<file path="src/inc/trr_pkg.sv">
package trr_pkg;

    // system clock
    localparam int TRR_CLK_HZ = 25_000_000;
    localparam int TRR_CYC_PER_MS = TRR_CLK_HZ / 1000;

    // conversion times, in ms, and the derived cycle counts
    localparam int TRR_LOCAL_CONV_MS = 12;
    localparam int TRR_REMOTE_CONV_MS = 38;
    localparam int TRR_LOCAL_CONV_CYC = TRR_LOCAL_CONV_MS * TRR_CYC_PER_MS;
    localparam int TRR_REMOTE_CONV_CYC = TRR_REMOTE_CONV_MS * TRR_CYC_PER_MS;
    localparam int TRR_CONV_CNT_W = 20;

    // command codes
    localparam logic [7:0] TRR_CODE_LOCAL = 8'h00;
    localparam logic [7:0] TRR_CODE_REMOTE_ONE = 8'h01;
    localparam logic [7:0] TRR_CODE_REMOTE_TWO = 8'h02;
    localparam logic [7:0] TRR_CODE_OFFSET = 8'hE0;
    localparam logic [7:0] TRR_CODE_IGNORE_LO = 8'h03;
    localparam logic [7:0] TRR_CODE_IGNORE_HI = 8'hDF;
    localparam logic [7:0] TRR_CODE_RESV_LO = 8'hE2;
    localparam logic [7:0] TRR_CODE_RESV_HI = 8'hEE;
    localparam logic [7:0] TRR_ALL_TEMPS_LEN = 8'h04;

    // channel indices of the round robin
    localparam logic [1:0] TRR_CHAN_LOCAL = 2'h0;
    localparam logic [1:0] TRR_CHAN_REMOTE_ONE = 2'h1;
    localparam logic [1:0] TRR_CHAN_REMOTE_TWO = 2'h2;

    // data format: 1 lsb = 1/64 degree
    localparam logic [15:0] TRR_FAULT_CODE = 16'h8000;
    localparam logic [15:0] TRR_RESULT_RST = 16'h0000;
    localparam logic [15:0] TRR_OFFSET_RST = 16'h0000;
    localparam logic [15:0] TRR_OFFSET_MAX = 16'h2000;
    localparam logic [15:0] TRR_OFFSET_MIN = 16'hE000;
    localparam logic [15:0] TRR_OFFSET_GRAN_MASK = 16'hFFF0;
    localparam logic [15:0] TRR_TEMP_MAX = 16'h7FFF;
    localparam logic [15:0] TRR_TEMP_MIN = 16'h8001;
    localparam logic [7:0] TRR_BYTE_RST = 8'h00;
    localparam logic [47:0] TRR_RESP_RST = 48'h000000000000;

    typedef enum logic [3:0] {
        TRR_DEV_IDLE = 4'b0001,
        TRR_DEV_WRITE = 4'b0010,
        TRR_DEV_READ = 4'b0100,
        TRR_DEV_DONE = 4'b1000
    } trr_dev_state_type;

    typedef enum logic [3:0] {
        TRR_HOST_IDLE = 4'b0001,
        TRR_HOST_CMD = 4'b0010,
        TRR_HOST_WRITE = 4'b0100,
        TRR_HOST_WAIT = 4'b1000
    } trr_host_state_type;

endpackage

</file>
<file path="src/inc/trr_link_if.sv">
`timescale 1ns/1ns
interface trr_link_if;
    logic cmd_valid;
    logic [7:0] cmd_code;
    logic [7:0] wr_len;
    logic [7:0] rd_len;
    logic wr_valid;
    logic [7:0] wr_data;
    logic rd_valid;
    logic [7:0] rd_data;
    logic done;
    logic check_ok;

    modport device (
        input cmd_valid, cmd_code, wr_len, rd_len, wr_valid, wr_data,
        output rd_valid, rd_data, done, check_ok
    );
    modport host (
        output cmd_valid, cmd_code, wr_len, rd_len, wr_valid, wr_data,
        input rd_valid, rd_data, done, check_ok
    );
endinterface // trr_link_if

</file>
<file path="src/core/trr_device.sv">
`timescale 1ns/1ns
module trr_device
    import trr_pkg::*;
#(
    parameter int LOCAL_CONV_CYC = TRR_LOCAL_CONV_CYC,
    parameter int REMOTE_CONV_CYC = TRR_REMOTE_CONV_CYC
) (
    // clock and reset
    input wire logic mclk,
    input wire logic reset_n,
    // link to the host
    trr_link_if.device link,
    // measurement front end, 1/64 degree units
    input wire logic [15:0] local_meas,
    input wire logic [15:0] remote_one_meas,
    input wire logic [15:0] remote_two_meas,
    input wire logic remote_one_fault,
    input wire logic remote_two_fault,
    input wire logic remote_two_present,
    // conversion status
    output logic [1:0] conv_channel,
    output logic conv_done
);

    trr_dev_state_type state_reg;
    logic [TRR_CONV_CNT_W-1:0] conv_cnt_reg;
    logic [TRR_CONV_CNT_W-1:0] conv_limit;
    logic [1:0] chan_next;
    logic [15:0] result_reg [0:2];
    logic [15:0] snap_reg [0:2];
    logic [15:0] offset_reg;
    logic [15:0] offset_next;
    logic [15:0] meas_sel;
    logic fault_sel;
    logic [15:0] corrected;
    logic [7:0] code_reg;
    logic [7:0] wr_left_reg;
    logic [7:0] rd_left_reg;
    logic [7:0] idx_reg;
    logic [7:0] low_byte_reg;
    logic [15:0] word_sel;
    logic [7:0] byte_sel;
    logic reserved_code;

    // saturating add keeps a large offset from wrapping the sign
    function automatic logic [15:0] sat_add(input logic [15:0] a,
                                            input logic [15:0] b);
        logic [16:0] s;
        s = {a[15], a} + {b[15], b};
        if (s[16] != s[15]) begin
            sat_add = s[16] ? TRR_TEMP_MIN : TRR_TEMP_MAX;
        end else begin
            sat_add = s[15:0];
        end
    endfunction

    // round robin sequencing, remote two only when fitted
    always_comb begin
        conv_limit = (conv_channel == TRR_CHAN_LOCAL) ?
            TRR_CONV_CNT_W'(LOCAL_CONV_CYC - 1) :
            TRR_CONV_CNT_W'(REMOTE_CONV_CYC - 1);
        unique case (conv_channel)
            TRR_CHAN_LOCAL: chan_next = TRR_CHAN_REMOTE_ONE;
            TRR_CHAN_REMOTE_ONE: chan_next = remote_two_present ?
                TRR_CHAN_REMOTE_TWO : TRR_CHAN_LOCAL;
            default: chan_next = TRR_CHAN_LOCAL;
        endcase
    end

    always_ff @(posedge mclk or negedge reset_n) begin
        if (!reset_n) begin
            conv_cnt_reg <= '0;
            conv_channel <= TRR_CHAN_LOCAL;
            conv_done <= 1'b0;
        end else begin
            conv_done <= 1'b0;
            if (conv_cnt_reg >= conv_limit) begin
                conv_cnt_reg <= '0;
                conv_channel <= chan_next;
                conv_done <= 1'b1;
            end else begin
                conv_cnt_reg <= conv_cnt_reg + 1'b1;
            end
        end
    end

    always_comb begin
        unique case (conv_channel)
            TRR_CHAN_LOCAL: begin
                meas_sel = local_meas;
                fault_sel = 1'b0;
            end
            TRR_CHAN_REMOTE_ONE: begin
                meas_sel = remote_one_meas;
                fault_sel = remote_one_fault;
            end
            default: begin
                meas_sel = remote_two_meas;
                fault_sel = remote_two_fault;
            end
        endcase
        // signed 1/64 degree words, offset applied to every channel
        corrected = fault_sel ? TRR_FAULT_CODE :
            sat_add(meas_sel, offset_reg);
    end

    // a whole word is written in one edge, never byte by byte
    always_ff @(posedge mclk or negedge reset_n) begin
        if (!reset_n) begin
            result_reg[0] <= TRR_RESULT_RST;
            result_reg[1] <= TRR_RESULT_RST;
            result_reg[2] <= TRR_RESULT_RST;
        end else if (conv_cnt_reg >= conv_limit) begin
            result_reg[conv_channel] <= corrected;
        end
    end

    // offset: quarter degree steps, clamped to +-128 degrees
    always_comb begin
        offset_next = {link.wr_data, low_byte_reg} &
            TRR_OFFSET_GRAN_MASK;
        if (!offset_next[15] && offset_next > TRR_OFFSET_MAX) begin
            offset_next = TRR_OFFSET_MAX;
        end else if (offset_next[15] && offset_next < TRR_OFFSET_MIN) begin
            offset_next = TRR_OFFSET_MIN;
        end
    end

    always_ff @(posedge mclk or negedge reset_n) begin
        if (!reset_n) begin
            offset_reg <= TRR_OFFSET_RST;
        end else if (state_reg == TRR_DEV_WRITE && link.wr_valid &&
                     idx_reg == 8'h01 && code_reg == TRR_CODE_OFFSET) begin
            offset_reg <= offset_next;
        end
    end

    // read data path
    always_comb begin
        word_sel = TRR_RESULT_RST;
        unique case (code_reg)
            TRR_CODE_LOCAL: begin
                if (idx_reg[7:1] < 7'h03) begin
                    word_sel = snap_reg[idx_reg[2:1]];
                end
            end
            TRR_CODE_REMOTE_ONE: begin
                if (idx_reg[7:1] == 7'h00) begin
                    word_sel = snap_reg[1];
                end
            end
            TRR_CODE_REMOTE_TWO: begin
                if (idx_reg[7:1] == 7'h00) begin
                    word_sel = snap_reg[2];
                end
            end
            TRR_CODE_OFFSET: begin
                if (idx_reg[7:1] == 7'h00) begin
                    word_sel = offset_reg;
                end
            end
            default: word_sel = TRR_RESULT_RST;
        endcase
        // even index carries the low byte
        byte_sel = idx_reg[0] ? word_sel[15:8] :
            word_sel[7:0];
        reserved_code = code_reg >= TRR_CODE_RESV_LO &&
            code_reg <= TRR_CODE_RESV_HI;
    end

    // snapshot at command start so a read never mixes conversions
    always_ff @(posedge mclk or negedge reset_n) begin
        if (!reset_n) begin
            snap_reg[0] <= TRR_RESULT_RST;
            snap_reg[1] <= TRR_RESULT_RST;
            snap_reg[2] <= TRR_RESULT_RST;
        end else if (state_reg == TRR_DEV_IDLE && link.cmd_valid) begin
            snap_reg[0] <= result_reg[0];
            snap_reg[1] <= result_reg[1];
            snap_reg[2] <= result_reg[2];
        end
    end

    // transaction sequencer
    always_ff @(posedge mclk or negedge reset_n) begin
        if (!reset_n) begin
            state_reg <= TRR_DEV_IDLE;
            code_reg <= TRR_BYTE_RST;
            wr_left_reg <= TRR_BYTE_RST;
            rd_left_reg <= TRR_BYTE_RST;
            idx_reg <= TRR_BYTE_RST;
            low_byte_reg <= TRR_BYTE_RST;
            link.rd_valid <= 1'b0;
            link.rd_data <= TRR_BYTE_RST;
            link.done <= 1'b0;
            link.check_ok <= 1'b0;
        end else begin
            link.rd_valid <= 1'b0;
            link.done <= 1'b0;
            unique case (state_reg)
                TRR_DEV_IDLE: begin
                    if (link.cmd_valid) begin
                        code_reg <= link.cmd_code;
                        wr_left_reg <= link.wr_len;
                        rd_left_reg <= link.rd_len;
                        idx_reg <= TRR_BYTE_RST;
                        if (link.wr_len != 8'h00) begin
                            state_reg <= TRR_DEV_WRITE;
                        end else if (link.rd_len != 8'h00) begin
                            state_reg <= TRR_DEV_READ;
                        end else begin
                            state_reg <= TRR_DEV_DONE;
                        end
                    end
                end
                TRR_DEV_WRITE: begin
                    if (link.wr_valid) begin
                        if (idx_reg == 8'h00) begin
                            low_byte_reg <= link.wr_data;
                        end
                        idx_reg <= idx_reg + 8'h01;
                        wr_left_reg <= wr_left_reg - 8'h01;
                        if (wr_left_reg == 8'h01) begin
                            idx_reg <= TRR_BYTE_RST;
                            state_reg <= (rd_left_reg != 8'h00) ?
                                TRR_DEV_READ : TRR_DEV_DONE;
                        end
                    end
                end
                TRR_DEV_READ: begin
                    link.rd_valid <= 1'b1;
                    link.rd_data <= byte_sel;
                    idx_reg <= idx_reg + 8'h01;
                    rd_left_reg <= rd_left_reg - 8'h01;
                    if (rd_left_reg == 8'h01) begin
                        state_reg <= TRR_DEV_DONE;
                    end
                end
                TRR_DEV_DONE: begin
                    // codes 03..DF and others pass quietly
                    link.done <= 1'b1;
                    link.check_ok <= !reserved_code;
                    state_reg <= TRR_DEV_IDLE;
                end
                default: state_reg <= TRR_DEV_IDLE;
            endcase
        end
    end

endmodule // trr_device

</file>
<file path="src/flat_wrapper.sv">
// flat-port wrapper written by rule: the top's interface ports become plain ports
module trr_device_flat import trr_pkg::*;
#(
    parameter int LOCAL_CONV_CYC = TRR_LOCAL_CONV_CYC,
    parameter int REMOTE_CONV_CYC = TRR_REMOTE_CONV_CYC
)
  (mclk, reset_n, local_meas, remote_one_meas, remote_two_meas, remote_one_fault, remote_two_fault, remote_two_present, conv_channel, conv_done, link_cmd_valid, link_cmd_code, link_wr_len, link_rd_len, link_wr_valid, link_wr_data, link_rd_valid, link_rd_data, link_done, link_check_ok);
  trr_link_if link_i ();
  input wire logic mclk;
  input wire logic reset_n;
  input wire logic [15:0] local_meas;
  input wire logic [15:0] remote_one_meas;
  input wire logic [15:0] remote_two_meas;
  input wire logic remote_one_fault;
  input wire logic remote_two_fault;
  input wire logic remote_two_present;
  output logic [1:0] conv_channel;
  output logic conv_done;
  input wire logic [$bits(link_i.cmd_valid)-1:0] link_cmd_valid;
  input wire logic [$bits(link_i.cmd_code)-1:0] link_cmd_code;
  input wire logic [$bits(link_i.wr_len)-1:0] link_wr_len;
  input wire logic [$bits(link_i.rd_len)-1:0] link_rd_len;
  input wire logic [$bits(link_i.wr_valid)-1:0] link_wr_valid;
  input wire logic [$bits(link_i.wr_data)-1:0] link_wr_data;
  output wire logic [$bits(link_i.rd_valid)-1:0] link_rd_valid;
  output wire logic [$bits(link_i.rd_data)-1:0] link_rd_data;
  output wire logic [$bits(link_i.done)-1:0] link_done;
  output wire logic [$bits(link_i.check_ok)-1:0] link_check_ok;
  assign link_i.cmd_valid = link_cmd_valid;
  assign link_i.cmd_code = link_cmd_code;
  assign link_i.wr_len = link_wr_len;
  assign link_i.rd_len = link_rd_len;
  assign link_i.wr_valid = link_wr_valid;
  assign link_i.wr_data = link_wr_data;
  assign link_rd_valid = link_i.rd_valid;
  assign link_rd_data = link_i.rd_data;
  assign link_done = link_i.done;
  assign link_check_ok = link_i.check_ok;
  trr_device #(.LOCAL_CONV_CYC(LOCAL_CONV_CYC), .REMOTE_CONV_CYC(REMOTE_CONV_CYC)) u_core (.mclk(mclk), .reset_n(reset_n), .link(link_i), .local_meas(local_meas), .remote_one_meas(remote_one_meas), .remote_two_meas(remote_two_meas), .remote_one_fault(remote_one_fault), .remote_two_fault(remote_two_fault), .remote_two_present(remote_two_present), .conv_channel(conv_channel), .conv_done(conv_done));
endmodule
</file>
<file path="config.mk">
export PLATFORM = sky130hd
export DESIGN_NAME = trr_device_flat
export DESIGN_NICKNAME = d
export VERILOG_FILES = /design/src/inc/trr_pkg.sv /design/src/inc/trr_link_if.sv /design/src/core/trr_device.sv /design/src/flat_wrapper.sv
export SDC_FILE = /design/constraint.sdc
export NUM_CORES = 1
export LEC_CHECK = 0
export ABC_AREA = 1
export ABC_CLOCK_PERIOD_IN_PS = 3700
export BUFFER_PORTS_ARGS = -buffer_cell sky130_fd_sc_hd__buf_4
export CORE_MARGIN = 10
export CORE_UTILIZATION = 50
export CTS_CLUSTER_DIAMETER = 50
export DETAILED_ROUTE_END_ITERATION = 10
export PLACE_DENSITY = 0.69
export SLEW_MARGIN = 40
export SYNTH_ARGS = -nofsm -noshare
export SYNTH_HDL_FRONTEND = slang
export SYNTH_SLANG_ARGS = --single-unit
</file>
<file path="constraint.sdc">
create_clock -name mclk -period 3.7 [get_ports mclk]
set_clock_uncertainty 0.1 [all_clocks]
set_input_delay 0.555 -clock mclk [delete_from_list [all_inputs] [get_ports mclk]]
set_output_delay 0.555 -clock mclk [all_outputs]
set_load 0.1 [all_outputs]
</file>
==> impl_metrics.toml <==
[outcome]
status = "finished, final reports clean"

[synthesis]
netlist.area_leader.share = 0.4475
yosysWarnings = 0
synth_nets = 1433
synth_edf_count = 0
ys_async_sr_fraction = 1.000
synth_top_area_cell = "dfrtp_1"
ys.flop_type = "dfrtp_1"
netlist_area_um2 = 10120
seq_area_frac_synth = 0.4501
synth_area_leaders = "dfrtp_1, nand2_1, nand3_1"
ys_types = 56
syn_area_per_cell_um2 = 7.702
syn_inst = 1314
ys_seq_elements = 182

[floorplan]
coreArea_um2 = 19720
die_area_um2 = 26330
fp.dieW_um = 162.3
die_h_um = 162.3
rows = 51
start_util = 0.5133
ios = 101

[power]
p_clk_frac = 0.261
power_density_nw_per_um2 = 595.0
ir_drop_v = 0.0003269
p_total_w = 0.006987
p_leak_nw = 5.807
internal_power_w = 0.004183
switching_share = 0.4014
p_switching_w = 0.002804
comb_power_share = 0.336
seqPwrFrac = 0.403

[cts]
insertion_delay_ns = 0.44
path_clk_slew_ns = 0.08
cts_tree = "yes"
htree_levels = 4
numCtsBuffers = 17
cts_root_buf = "clkbuf_16"
numClockSinks = 182
cts.path.max_buffers = 2

[sta]
holdWs_ns = 0.1952
fin_tns_setup_ns = 0
worstMarginPinSlew_ns = 0.7319
period_share = 0.9047
hold_violations = 0
relSlewSlack = 0.5121
clock.fmax_ghz = 0.2987
setup-violations-final = 0
setup_slack_ns = 0.3526
slew_viol_final = 0
rsz0062_at_grt = "no"
post-route-min-period_ns = 3.347

[finish]
fin_nets = 1521
layoutNonFillerInstCount = 1680
nFillCells = 1851
areaGrowthSynthToFinish_pct = 16.03
drive_gt1_frac = 0.1413
diodes = 0

[worst_setup_path]
r2r_slack_ns = 0.35
cp_common_cell = "nand2_1"
cp_slowest_stage_delay_ns = 0.38
slowest_stage = "dfrtp_1"
critPathTopFamily = "simple AND/OR/NAND/NOR gates"
setup.worst_path.start_class = "flip-flop"
critPathKind = "reg2reg"
required_ns = 3.94
worstSetupEndpointType = "flip-flop"
crit_path_max_fanout = 15
cp.arrival_ns = 3.58
cp_cell_sequence = "inv_1, nor2_1, inv_1, buf_4, nor2_1, nor2_1, ha_1, nand2_1, inv_1, nand2_1, nand2_1, nand2_1, nand3_1, nand2_1, nand2_2, nand2_2, nand3_1, nand3_1, nand2_1"
critPathBufInv = 4

[detailed_routing]
finalWirelength_mm = 27.83
wl_per_cell_um = 16.57
final_antenna_net_count = 0
drc_errors = 0
drtIter0Drc = 700
dr.pass1.iters = 5
post_drt_via_cell_ratio = 5.442
vias = 9143

[worst_hold_path]
min_path_type = "in2reg"

[flow_run]
maxCapViolations = 0

[grt]
grt_max_degree = 103
grt_pass1_vias = 8949
grt_use_total = 0.2116
grt_pass1_wl_mm = 45.64
grt_overflow = 0
antenna_found_initial = 0

[placed_design]
dp_slack_ns = 0.4080
hpwl_mm = 19.83
gp_congestion = 0.9175
portBuffers = 100
placed_cells = 1646
[repair_timing]
item,in CTS,in global routing
setup buffers,0,0
endpoints found under the hold margin,0,20
hold buffers,0,1
resized for setup,0,0
[power by group through the flow]
stage	Combinational, W	Sequential (W)	Clock [W]
2_1_floorplan	0.00162	0.00282	0
3_3_place_gp	0.00225	0.00282	0
3_5_place_dp	0.00230	0.00283	0
4_1_cts	0.00233	0.00280	0.00184
5_1_grt	0.00266	0.00287	0.00192
6_report	0.00235	0.00281	0.00182
[stage by stage]
step                        util  area (µm²)
final                     0.5956       11740
after global routing      0.5956       11740
after CTS                 0.5937       11710
after detailed placement  0.5638       11120
after global placement    0.5634       11110
after floorplan                -       10120
[logic make-up (layout without fill, tap and decap cells)]
logic type | after synthesis | after routing | share of synthesized area
compound gates | 205 | 205 | 0.1162
xor+xnor | 22 | 22 | 0.01904
fa+ha+maj | 32 | 32 | 0.04030
buf+inv | 184 | 285 | 0.07529
flops | 182 | 182 | 0.4501
mux | 1 | 1 | 0.001113
simple gates | 688 | 688 | 0.2979
[path summary, 6_finish.rpt]
check	depth (start not counted)	to	start
setup / recovery	19	u_core.result_reg[33]	u_core.conv_channel[0]
hold / removal	2	u_core.state_reg[0]	link_cmd_valid
setup reg to reg	19	u_core.result_reg[33]	u_core.conv_channel[0]
hold reg to reg	1	u_core.conv_cnt_reg[0]	u_core.conv_cnt_reg[0]
max in group asynchronous	4	u_core.conv_channel[1]	reset_n
min in group asynchronous	2	u_core.wr_left_reg[5]	reset_n
[cells in the mapped netlist, drive strengths merged (7+ instances only)]
master / number
xor2: 15
dfrtp: 181
o211ai: 17
nand4: 34
nor2: 105
nor4: 8
clkbuf: 18
inv: 134
nand3: 116
a21oi: 43
nand2: 397
o22ai: 21
o21ai: 104
nor3: 16
ha: 31
xnor2: 7
buf: 30
[cell type report]
class	instances	area [µm²]	share of cell area
Sequential cell	182	4557	0.3880
Clock buffer	17	425.4	0.03622
Clock inverter	15	163.9	0.01396
Tap cell	265	331.6	0.02823
Multi-Input combinational cell	948	4812	0.4098
Inverter	136	511.7	0.04358
Timing Repair Buffer	117	942.2	0.08023
[routing by layer]
layer | up-vias | share of wire | global-route usage | wire, µm
li1 | 4505 | - | - | -
met2 | 273 | 0.46 | 0.3397 | 12850
met1 | 4337 | 0.46 | 0.2805 | 12850
met3 | 28 | 0.063 | 0.04676 | 1763
met4 | 0 | 0.013 | 0.06038 | 368
met5 | - | 0 | 0 | 0
[layout by cell type, fill, tap and decap left out, drive strengths merged, types with 4 or more instances in the layout]
master,count
xnor2,7
inv,142
nand3,116
xor2,15
buf,116
nand4,34
o22ai,21
clkbuf,17
clkinv,6
nor3,16
or2,6
nor4,8
o211ai,17
a31oi,4
o21ai,104
a21oi,43
ha,31
nand2,397
nor2,105
dfrtp,181
Note: power is estimated with default switching activity, not from simulation.
